[src/common/sfi_pkg.sv]
// Purpose: shared constants and types of the status flag instruction unit
// Assumes: 8-bit status register, word-addressed avalon-mm slave
// Notes:   register byte offsets are four times the word index
package sfi_pkg;

   // data widths
   localparam int DATA_W    = 8;
   localparam int BIT_IDX_W = 3;
   localparam int BUS_W     = 32;
   localparam int ADDR_W    = 2;
   localparam int BE_W      = 4;
   localparam int OP_W      = 5;

   // status flag bit positions
   localparam logic [2:0] FLAG_C = 3'h0;
   localparam logic [2:0] FLAG_Z = 3'h1;
   localparam logic [2:0] FLAG_N = 3'h2;
   localparam logic [2:0] FLAG_V = 3'h3;
   localparam logic [2:0] FLAG_S = 3'h4;
   localparam logic [2:0] FLAG_H = 3'h5;
   localparam logic [2:0] FLAG_T = 3'h6;
   localparam logic [2:0] FLAG_I = 3'h7;

   // reset values
   localparam logic [7:0] STATUS_RESET = 8'h00;
   localparam logic [7:0] CTRL_RESET   = 8'h00;
   localparam logic [7:0] COUNT_RESET  = 8'h00;

   // register word indices (byte offsets 0x0, 0x4, 0x8)
   localparam logic [1:0] REG_STATUS_IDX = 2'h0;
   localparam logic [1:0] REG_CTRL_IDX   = 2'h1;
   localparam logic [1:0] REG_INFO_IDX   = 2'h2;

   // control register fields
   localparam int CTRL_DEBUG_EN_BIT = 0;

   // info register fields
   localparam int INFO_OP_LSB    = 0;
   localparam int INFO_COUNT_LSB = 8;

   // instruction set handled by the unit
   typedef enum logic [OP_W-1:0] {
      OP_IDLE,
      OP_SET_BY_INDEX,
      OP_CLEAR_BY_INDEX,
      OP_SET_CARRY,
      OP_CLEAR_CARRY,
      OP_SET_NEGATIVE,
      OP_CLEAR_NEGATIVE,
      OP_SET_ZERO,
      OP_CLEAR_ZERO,
      OP_IRQ_ON,
      OP_IRQ_OFF,
      OP_SET_SIGN,
      OP_CLEAR_SIGN,
      OP_SET_OVERFLOW,
      OP_CLEAR_OVERFLOW,
      OP_SET_TRANSFER,
      OP_CLEAR_TRANSFER,
      OP_SET_HALF_CARRY,
      OP_CLEAR_HALF_CARRY,
      OP_COPY_BIT,
      OP_LOAD_BIT,
      OP_SLEEP,
      OP_WATCHDOG_RESTART,
      OP_BREAK
   } sfi_op_t;

endpackage

[src/hdl/sfi_bit_unit.sv]
// Purpose: picks one bit of a register and inserts the transfer flag
// Assumes: purely combinational, same clock domain as the caller
// Notes:   one generate slice per data bit
`timescale 1ns/1ps
module sfi_bit_unit (
   // operand
   input  wire logic [sfi_pkg::DATA_W-1:0]    src_data,
   input  wire logic [sfi_pkg::BIT_IDX_W-1:0] bit_idx,
   input  wire logic                          transfer_flag,
   // results
   output logic                               picked_bit,
   output logic      [sfi_pkg::DATA_W-1:0]    merged_data
);
   import sfi_pkg::*;

   logic [DATA_W-1:0] sel_onehot;

   genvar g;
   generate
      for (g = 0; g < DATA_W; g++) begin : g_bit
         // one slice selects or replaces bit g
         assign sel_onehot[g]  = (bit_idx == BIT_IDX_W'(g));
         assign merged_data[g] = sel_onehot[g] ? transfer_flag : src_data[g];
      end
   endgenerate

   assign picked_bit = |(src_data & sel_onehot);

endmodule

[src/hdl/sfi_core.sv]
// Purpose: executes status flag and miscellaneous control instructions
// Assumes: decoder presents one instruction per op_valid cycle
// Notes:   status, control and info registers reachable over avalon-mm
//
// The address map and the Avalon-MM register port were chosen for this implementation.
`timescale 1ns/1ps

// Function
// RQ1 - bit copy moves chosen source bit into transfer flag, one clock only
// RQ2 - bit load writes transfer flag into chosen result bit, flags unchanged
// RQ3 - set sign forces signed test flag high in one clock, nothing else
// RQ4 - clear sign forces signed test flag low in one clock, nothing else
// RQ5 - set overflow forces overflow flag high in one clock, others kept
// RQ6 - clear overflow forces overflow flag low in one clock, others kept
// RQ7 - set half carry forces half carry flag high in one clock
// RQ8 - clear half carry forces half carry flag low in one clock
// RQ9 - sleep takes one clock, keeps flags, raises sleep request pulse
// RQ10 - watchdog restart takes one clock, keeps flags, pulses restart
// RQ11 - break acts only with debug enabled, keeps flags, no fixed length
// RQ12 - dedicated and indexed flag ops touch one flag; idle takes one clock
// RQ13 - flag updates are visible to the very next instruction
module sfi_core (
   // clock and reset
   input  wire logic                           clk,
   input  wire logic                           rst,
   // instruction from decoder
   input  wire logic                           op_valid,
   input  wire sfi_pkg::sfi_op_t               op_code,
   input  wire logic [sfi_pkg::BIT_IDX_W-1:0]  op_bit,
   input  wire logic [sfi_pkg::DATA_W-1:0]     op_src,
   // results to core
   output logic      [sfi_pkg::DATA_W-1:0]     status_flags,
   output logic      [sfi_pkg::DATA_W-1:0]     result_data,
   output logic                                result_we,
   output logic                                op_done,
   output logic                                sleep_req,
   output logic                                watchdog_restart,
   output logic                                break_req,
   // avalon-mm slave
   input  wire logic [sfi_pkg::ADDR_W-1:0]     avs_address,
   input  wire logic                           avs_read,
   input  wire logic                           avs_write,
   input  wire logic [sfi_pkg::BUS_W-1:0]      avs_writedata,
   input  wire logic [sfi_pkg::BE_W-1:0]       avs_byteenable,
   output logic      [sfi_pkg::BUS_W-1:0]      avs_readdata,
   output logic                                avs_waitrequest
);
   import sfi_pkg::*;

   // flag registers and outputs
   logic [DATA_W-1:0] status_flags_reg;
   logic [DATA_W-1:0] status_flags_next;
   logic [DATA_W-1:0] result_data_reg;
   logic              result_we_reg;
   logic              op_done_reg;
   logic              sleep_req_reg;
   logic              watchdog_restart_reg;
   logic              break_req_reg;

   // software-visible state
   logic [DATA_W-1:0] ctrl_reg;
   logic [OP_W-1:0]   last_op_reg;
   logic [DATA_W-1:0] count_reg;
   logic [BUS_W-1:0]  readdata_reg;
   logic              waitrequest_reg;

   // decode results
   logic              flag_we;
   logic [2:0]        flag_idx;
   logic              flag_val;
   logic              picked_bit;
   logic [DATA_W-1:0] merged_data;

   // bus decode
   wire               bus_req;
   wire               bus_ack;
   wire               bus_wr_lane0;
   wire               status_wr;
   wire               ctrl_wr;
   wire               debug_en;
   wire               is_break;
   wire               break_taken;
   wire [DATA_W-1:0]  flags_base;
   wire [DATA_W-1:0]  flag_onehot;
   wire [BUS_W-1:0]   rd_mux;

   // bit select and insert for copy and load
   sfi_bit_unit i_sfi_bit_unit (
      .src_data      (op_src),
      .bit_idx       (op_bit),
      .transfer_flag (status_flags_reg[FLAG_T]),
      .picked_bit    (picked_bit),
      .merged_data   (merged_data)
   );

   // which flag an instruction writes, and with what
   always_comb begin
      {flag_we, flag_idx, flag_val} = {1'b0, FLAG_C, 1'b0};
      case (op_code)
         OP_SET_BY_INDEX:     {flag_we, flag_idx, flag_val} = {1'b1, op_bit, 1'b1}; // RQ12
         OP_CLEAR_BY_INDEX:   {flag_we, flag_idx, flag_val} = {1'b1, op_bit, 1'b0}; // RQ12
         OP_SET_CARRY:        {flag_we, flag_idx, flag_val} = {1'b1, FLAG_C, 1'b1}; // RQ12
         OP_CLEAR_CARRY:      {flag_we, flag_idx, flag_val} = {1'b1, FLAG_C, 1'b0}; // RQ12
         OP_SET_NEGATIVE:     {flag_we, flag_idx, flag_val} = {1'b1, FLAG_N, 1'b1}; // RQ12
         OP_CLEAR_NEGATIVE:   {flag_we, flag_idx, flag_val} = {1'b1, FLAG_N, 1'b0}; // RQ12
         OP_SET_ZERO:         {flag_we, flag_idx, flag_val} = {1'b1, FLAG_Z, 1'b1}; // RQ12
         OP_CLEAR_ZERO:       {flag_we, flag_idx, flag_val} = {1'b1, FLAG_Z, 1'b0}; // RQ12
         OP_IRQ_ON:           {flag_we, flag_idx, flag_val} = {1'b1, FLAG_I, 1'b1}; // RQ12
         OP_IRQ_OFF:          {flag_we, flag_idx, flag_val} = {1'b1, FLAG_I, 1'b0}; // RQ12
         OP_SET_SIGN:         {flag_we, flag_idx, flag_val} = {1'b1, FLAG_S, 1'b1}; // RQ3
         OP_CLEAR_SIGN:       {flag_we, flag_idx, flag_val} = {1'b1, FLAG_S, 1'b0}; // RQ4
         OP_SET_OVERFLOW:     {flag_we, flag_idx, flag_val} = {1'b1, FLAG_V, 1'b1}; // RQ5
         OP_CLEAR_OVERFLOW:   {flag_we, flag_idx, flag_val} = {1'b1, FLAG_V, 1'b0}; // RQ6
         OP_SET_TRANSFER:     {flag_we, flag_idx, flag_val} = {1'b1, FLAG_T, 1'b1}; // RQ12
         OP_CLEAR_TRANSFER:   {flag_we, flag_idx, flag_val} = {1'b1, FLAG_T, 1'b0}; // RQ12
         OP_SET_HALF_CARRY:   {flag_we, flag_idx, flag_val} = {1'b1, FLAG_H, 1'b1}; // RQ7
         OP_CLEAR_HALF_CARRY: {flag_we, flag_idx, flag_val} = {1'b1, FLAG_H, 1'b0}; // RQ8
         OP_COPY_BIT:         {flag_we, flag_idx, flag_val} = {1'b1, FLAG_T, picked_bit}; // RQ1
         default:             {flag_we, flag_idx, flag_val} = {1'b0, FLAG_C, 1'b0};
      endcase
      if (!op_valid) begin
         flag_we = 1'b0;
      end
   end

   // bus decode
   assign bus_req      = avs_read | avs_write;
   assign bus_ack      = bus_req & ~waitrequest_reg;
   assign bus_wr_lane0 = bus_ack & avs_write & avs_byteenable[0];
   assign status_wr    = bus_wr_lane0 & (avs_address == REG_STATUS_IDX);
   assign ctrl_wr      = bus_wr_lane0 & (avs_address == REG_CTRL_IDX);
   assign debug_en     = ctrl_reg[CTRL_DEBUG_EN_BIT];
   assign is_break     = op_valid & (op_code == OP_BREAK);
   assign break_taken  = is_break & debug_en; // RQ11

   // software write lands first, the instruction's flag on top of it
   assign flags_base        = status_wr ? avs_writedata[DATA_W-1:0]
                                        : status_flags_reg;
   assign flag_onehot       = 8'h01 << flag_idx;
   assign status_flags_next = flag_we
      ? ((flags_base & ~flag_onehot) | (flag_val ? flag_onehot : 8'h00))
      : flags_base; // RQ12

   // read data selection, unmapped words read zero
   assign rd_mux =
      (avs_address == REG_STATUS_IDX) ? {24'h000000, status_flags_reg} :
      (avs_address == REG_CTRL_IDX)   ? {24'h000000, ctrl_reg} :
      (avs_address == REG_INFO_IDX)   ? {16'h0000, count_reg,
                                         3'h0, last_op_reg} :
      32'h00000000;

   // status register, written back in the same clock
   always_ff @(posedge clk or posedge rst) begin
      if (rst) begin
         status_flags_reg <= STATUS_RESET;
      end else begin
         status_flags_reg <= status_flags_next; // RQ13
      end
   end

   // instruction side outputs
   always_ff @(posedge clk or posedge rst) begin
      if (rst) begin
         result_data_reg      <= 8'h00;
         result_we_reg        <= 1'b0;
         op_done_reg          <= 1'b0;
         sleep_req_reg        <= 1'b0;
         watchdog_restart_reg <= 1'b0;
         break_req_reg        <= 1'b0;
      end else begin
         result_data_reg      <= merged_data; // RQ2
         result_we_reg        <= op_valid & (op_code == OP_LOAD_BIT); // RQ2
         op_done_reg          <= op_valid & ~break_taken; // RQ12
         sleep_req_reg        <= op_valid & (op_code == OP_SLEEP); // RQ9
         watchdog_restart_reg <= op_valid
                                 & (op_code == OP_WATCHDOG_RESTART); // RQ10
         break_req_reg        <= break_taken; // RQ11
      end
   end

   // software registers and execution record
   always_ff @(posedge clk or posedge rst) begin
      if (rst) begin
         ctrl_reg    <= CTRL_RESET;
         last_op_reg <= OP_IDLE;
         count_reg   <= COUNT_RESET;
      end else begin
         if (ctrl_wr) begin
            ctrl_reg <= avs_writedata[DATA_W-1:0];
         end
         if (op_valid) begin
            last_op_reg <= op_code;
            count_reg   <= count_reg + 8'h01;
         end
      end
   end

   // one wait state per access, then a single ready cycle
   always_ff @(posedge clk or posedge rst) begin
      if (rst) begin
         waitrequest_reg <= 1'b1;
         readdata_reg    <= 32'h00000000;
      end else begin
         waitrequest_reg <= ~(bus_req & waitrequest_reg);
         if (avs_read & waitrequest_reg) begin
            readdata_reg <= rd_mux;
         end
      end
   end

   assign status_flags     = status_flags_reg;
   assign result_data      = result_data_reg;
   assign result_we        = result_we_reg;
   assign op_done          = op_done_reg;
   assign sleep_req        = sleep_req_reg;
   assign watchdog_restart = watchdog_restart_reg;
   assign break_req        = break_req_reg;
   assign avs_readdata     = readdata_reg;
   assign avs_waitrequest  = waitrequest_reg;

   logic [DATA_W-1:0] prev_flags_reg;
   wire  [DATA_W-1:0] flag_delta;
   wire               op_plain;

   // flags of the cycle before, for the one-flag checks
   always_ff @(posedge clk or posedge rst) begin
      if (rst) begin
         prev_flags_reg <= STATUS_RESET;
      end else begin
         prev_flags_reg <= status_flags_reg;
      end
   end

   assign flag_delta = status_flags_reg ^ prev_flags_reg;
   assign op_plain   = op_valid & ~status_wr;
endmodule

[config.mk]
export PLATFORM = sky130hd
export DESIGN_NAME = sfi_core
export DESIGN_NICKNAME = d
export VERILOG_FILES = /design/src/common/sfi_pkg.sv /design/src/hdl/sfi_bit_unit.sv /design/src/hdl/sfi_core.sv
export SDC_FILE = /design/constraint.sdc
export NUM_CORES = 1
export LEC_CHECK = 0
export ABC_AREA = 0
export BUFFER_PORTS_ARGS = -buffer_cell sky130_fd_sc_hd__buf_2
export CORE_AREA = 2 2 98 77
export CTS_CLUSTER_SIZE = 25
export DETAILED_ROUTE_END_ITERATION = 10
export DIE_AREA = 0 0 100 79
export PLACE_DENSITY = 0.81
export SLEW_MARGIN = 5
export SYNTH_ARGS = -nofsm -noshare
export SYNTH_HDL_FRONTEND = slang
export SYNTH_SLANG_ARGS = --single-unit
[constraint.sdc]
create_clock -name clk -period 1.6 [get_ports clk]
set_clock_uncertainty 0.05 [all_clocks]
set_input_delay 0.08 -clock clk [delete_from_list [all_inputs] [get_ports clk]]
set_output_delay 0.08 -clock clk [all_outputs]
set_load 0.02 [all_outputs]
==> results of run 1 <==
[critical path, cell delays in order]
cell,delay [ns]
dlygate4sd3_1,0.52
buf_2,0.13
a221o_1,0.31
a222oi_1,0.25
o21ai_1,0.09
mux2_2,0.27
[logic make-up after synthesis]
group / count (synthesis) / synth area share
AND/OR/NAND/NOR: 73 / 0.137
buffers and inverters: 33 / 0.0695
other: 1 / 0.00126
multiplexers: 48 / 0.174
AO/OA/AOI/OAI: 40 / 0.0927
adder cells (fa/ha/maj): 1 / 0.00421
XOR/XNOR: 8 / 0.0236
flip-flops: 59 / 0.498
[layout make-up]
class / count / area (µm²) / area share
clock inverters: 5 / 52.6 / 0.0138
multi-input cells: 186 / 1340 / 0.353
repair buffers: 103 / 673 / 0.177
well taps: 87 / 109 / 0.0286
inverters: 2 / 7.51 / 0.00197
flip-flops and latches: 59 / 1480 / 0.389
clock buffers: 11 / 141 / 0.0372
[cell usage in the layout (no fill, tap or decap), types with 5 or more instances in the layout]
master / Yosys / routed
nor2b_1: 5 / 5
dfrtp_1: 58 / 58
a22o_1: 8 / 8
xnor2_1: 5 / 5
conb_1: 1 / 16
nand3_1: 9 / 9
mux2i_1: 23 / 23
buf_4: 19 / 13
nor3b_1: 5 / 5
clkbuf_8: 0 / 10
nor3_1: 8 / 8
buf_2: 3 / 69
a21oi_1: 8 / 8
o21ai_0: 12 / 12
mux2_2: 24 / 24
nand2_1: 16 / 16
dlygate4sd3_1: 0 / 19
nor2_1: 13 / 13
[power by group through the flow]
stage	clock network, W	registers [W]	logic, W
2_1_floorplan	0	0.00224	0.000655
3_3_place_gp	0	0.00207	0.00117
3_5_place_dp	0	0.00209	0.00121
4_1_cts	0.00136	0.00207	0.00125
5_1_grt	0.00144	0.00211	0.00136
6_report	0.00133	0.00207	0.00125
[layer usage]
layer / vias up / GRT usage / wire, µm
li1: 1104 / - / -
met1: 1121 / 0.238 / 3160
met2: 67 / 0.282 / 3170
met3: 9 / 0.0546 / 409
met4: 0 / 0.0616 / 95
met5: - / 0 / 0
[timing repair]
item / CTS / global route
gates resized for setup: 0 / 0
hold endpoints to repair: 36 / 0
hold buffers: 19 / 0
setup buffers: 0 / 0
[through the flow]
stage	cell area, µm²	utilization
CTS	3800	0.541
global placement	3420	0.486
floorplan	3030	-
global route	3800	0.541
finish	3800	0.541
detailed placement	3420	0.486
[final timing paths]
kind                                 startpoint               end  depth (start not counted)
min in group asynchronous                   rst  avs_readdata[13]                          3
max in group asynchronous                   rst       ctrl_reg[6]                          4
worst min-delay path             avs_address[1]   avs_readdata[5]                          3
worst max register to register  avs_waitrequest   status_flags[6]                          3
worst max-delay path                  op_src[0]   status_flags[6]                          6
worst min register to register     count_reg[7]      count_reg[7]                          1
==> flow_metrics.tcl, run 1 <==
set metrics [dict create \
    r2r_slack_ns 0.14 \
    syn_avg_cell_area_um2 11.3 \
    p_leak_nw 1.84 \
    synth_top_area_frac 0.489 \
    synth.top_cells.by_count "dfrtp_1, mux2_2, mux2i_1" \
    grt_pass1_wl_mm 10.9 \
    largest_reg_flops 16 \
    ir_drop_uv 426 \
    grt_overflow 0 \
    max_freq_mhz 678 \
    synth_edf_count 0 \
    end_kind "flop" \
    hold_ws_ns 0.0764 \
    place_ws_ns -0.0118 \
    vias 2301 \
    async_flop_share 1.00 \
    instances_no_fill 453 \
    ys_seq_area_frac 0.498 \
    synthTopCellsByArea "dfrtp_1, mux2_2, mux2i_1" \
    grt_start_max_net_pins 44 \
    dp.cells 418 \
    grt_pass1_vias 2250 \
    yosysWarnings 0 \
    cp-start-kind "input pin" \
    grt_antenna_before_repair 0 \
    crit_arrival_ns 1.65 \
    die_x_um 100 \
    drv_cap 0 \
    diodes 0 \
    critPathKind "input pin to flop" \
    dieArea_mm2 0.00790 \
    worstPathMaxFanout 2 \
    rows 27 \
    synthMostInstantiatedCell "dfrtp_1" \
    syn_area_mm2 0.00297 \
    synth_cell_types 47 \
    crit_required_ns 1.78 \
    coreArea_mm2 0.00703 \
    htreeDepth 3 \
    rsz0062_at_grt "no" \
    p_switching_w 0.00153 \
    p_clk_frac 0.286 \
    numPortBuffers 69 \
    internal_power_w 0.00312 \
    yosysTopAreaCell "dfrtp_1" \
    routabilityCongestion 0.782 \
    nets 421 \
    start_util 0.423 \
    cts_sinks 59 \
    pwr-share-seq 0.446 \
    synth_ff_type "dfrtp_1" \
    ant_nets 0 \
    grt_use_total 0.180 \
    drc 0 \
    pwr-share-comb 0.268 \
    clock_latency_ns 0.34 \
    cts_tree "built" \
    status "complete, no violations" \
    via_per_inst 5.08 \
    area_growth_pct 28.1 \
    synth-seq-cells 59 \
    pin_count 113 \
    hpwlAfterDp_mm 4.82 \
    hold_viol 0 \
    clk_pin_slew_ns 0.06 \
    swShare 0.329 \
    power.density_mw_per_mm2 1220 \
    setup_ws_ns 0.125 \
    hold_path.class "input pin to flop" \
    clk_path_buf_depth 2 \
    drv_slew 0 \
    fillers 620 \
    fin_tns_setup_ns 0 \
    drive_above_1_share 0.363 \
    numCtsBuffers 9 \
    synth_cells 263 \
    wl_per_cell_um 15.1 \
    die_h_um 79 \
    period_minus_slack_ns 1.48 \
    drt_iter0_drc 87 \
    total_power_w 0.00464 \
    finalCritPeriodShare 0.922 \
    wl_mm 6.83 \
    setup-violations-final 0 \
    drt_pass1_iterations 5 \
    root_buffer "clkbuf_8" \
]
Power figures use the tool's default switching activity.
==> run 2, diff against run 1 <==
- CORE_AREA: 2 2 98 77 -> 2 2 93 73
- DIE_AREA: 0 0 100 79 -> 0 0 95 75
- PLACE_DENSITY: 0.81 -> 0.74
- clock period: 1.6 -> 1.5 ns (I/O delays scaled with it)
==> run 2 against run 1 <==
  * Sequential share of layout area shrank 1.3 points
  * Largest power group unchanged
  * The flow now finishes with violations (setup timing)
  * Combinational power up 10%
  * Critical path depth down 3
  * Sequential power is 7% higher
  * Highest routed layer unchanged
  * First-iteration DRC count is 2.3% lower
  * Critical endpoint unchanged
  * Cell count is 2.4% higher
==> flow_metrics.tcl, run 2 (same netlist as run 1, synthesis figures left out) <==
set metrics [dict create \
    status "finished with violations" \
    violations "setup timing" \
    htreeDepth 3 \
    grt_pass1_vias 2301 \
    power.density_mw_per_mm2 1280 \
    grt_antenna_before_repair 0 \
    cp-start-kind "flop" \
    hold_path.class "input pin to flop" \
    wl_per_cell_um 14.9 \
    drv_cap 0 \
    crit_arrival_ns 1.69 \
    numPortBuffers 69 \
    pin_count 113 \
    vias 2374 \
    finalCritPeriodShare 1.02 \
    reg2reg_depth 3 \
    coreArea_mm2 0.00616 \
    wl_mm 6.91 \
    rows 25 \
    drt_pass1_iterations 5 \
    start_util 0.482 \
    worstPathMaxFanout 2 \
    r2r_slack_ns -0.03 \
    numCtsBuffers 9 \
    setup-violations-final 1 \
    cts_sinks 59 \
    r2r_start "avs_waitrequest" \
    drc 0 \
    routabilityCongestion 0.823 \
    via_per_inst 5.12 \
    area_growth_pct 32.4 \
    end_kind "flop" \
    grt_overflow 0 \
    clk_path_buf_depth 2 \
    ant_nets 0 \
    clock_latency_ns 0.33 \
    final_cell_mix "buf_2, dfrtp_1, buf_4" \
    drt_iter0_drc 85 \
    final_cell_area_mm2 0.00393 \
    placed_area_mm2 0.00353 \
    final_common_cell "buf_2" \
    hold_viol 0 \
    die_x_um 95 \
    rsz0062_at_grt "yes" \
    clk_pin_slew_ns 0.06 \
    grt_start_max_net_pins 60 \
    whs_path_depth 2 \
    hold_path.startpoint "op_valid" \
    hold_end "count_reg[0]" \
    nets 439 \
    ff_latch_area_mm2 0.00148 \
    dieArea_mm2 0.00713 \
    p_leak_nw 1.93 \
    drive_above_1_share 0.392 \
    cts_tree "built" \
    period_minus_slack_ns 1.53 \
    r2r-end "status_flags[6]" \
    grt_use_total 0.207 \
    drv_slew 0 \
    max_freq_mhz 655 \
    diodes 0 \
    fillers 477 \
    critPathKind "flop to flop" \
    setup_ws_ns -0.0270 \
    crit_required_ns 1.67 \
    hpwlAfterDp_mm 4.83 \
    root_buffer "clkbuf_8" \
    grt_pass1_wl_mm 11.1 \
    ir_drop_uv 389 \
    multi_input_area_mm2 0.00135 \
    fin_util 0.638 \
    largest_reg_flops 16 \
    die_h_um 75 \
]
run 2: worst max-delay path by stage:
stage,cells past startpoint,endpoint,startpoint,slack [ns]
2_1_floorplan,3,status_flags[6],avs_waitrequest,-0.22
3_3_place_gp,6,status_flags[6],op_bit[2],-0.09
3_5_place_dp,6,status_flags[6],op_bit[2],-0.11
4_1_cts,3,status_flags[6],avs_waitrequest,-0.02
5_1_grt,3,status_flags[6],avs_waitrequest,-0.08
6_report,3,status_flags[6],avs_waitrequest,-0.03
run 2: metrics by stage:
step / TNS [ns] / setup WS (ns) / hold slack, ns / power (W) / cells
after global placement: -0.208 / -0.0924 / 0.130 / 0.00349 / 429
after CTS: -0.0226 / -0.0226 / 0.0216 / 0.00504 / 463
after global routing: -0.244 / -0.0785 / 0.0208 / 0.00529 / 464
after detailed placement: -0.294 / -0.111 / 0.132 / 0.00356 / 429
final: -0.0270 / -0.0270 / 0.0153 / 0.00503 / 464
after floorplan: -0.221 / -0.221 / 0.0880 / 0.00309 / 278
run 2: critical path, stage by stage, from the launching register on:
cell and delay, ns:
dfstp_2 0.39, nor4_4 0.33, mux2_2 0.38, mux2_2 0.26
run 2: area by class of cell:
| class | count | share of cell area |
|---|---|---|
| Inverter | 2 | 0.00286 |
| Sequential cell | 59 | 0.376 |
| Tap cell | 81 | 0.0258 |
| Multi-Input combinational cell | 186 | 0.342 |
| Timing Repair Buffer | 121 | 0.204 |
| Clock buffer | 13 | 0.0404 |
| Clock inverter | 2 | 0.00891 |
run 2: routing by layer:
layer,global-route usage,share of wire
met1,0.283,0.47
met2,0.333,0.47
met3,0.0621,0.056
met4,0.0451,0.0049
met5,0,0
run 2: what timing repair did:
action / CTS / global route
endpoints found under the hold margin: 75 / 0
gates resized for setup: 0 / 3
hold buffers: 19 / 0
setup buffers: 0 / 1
pin swaps: 0 / 1
gates cloned: 0 / 0
setup endpoints to repair: 1 / 8
run 2: power by group:
part           internal [W]  switching [W]
clock network      0.000847       0.000586
registers           0.00194       0.000276
logic              0.000617       0.000759
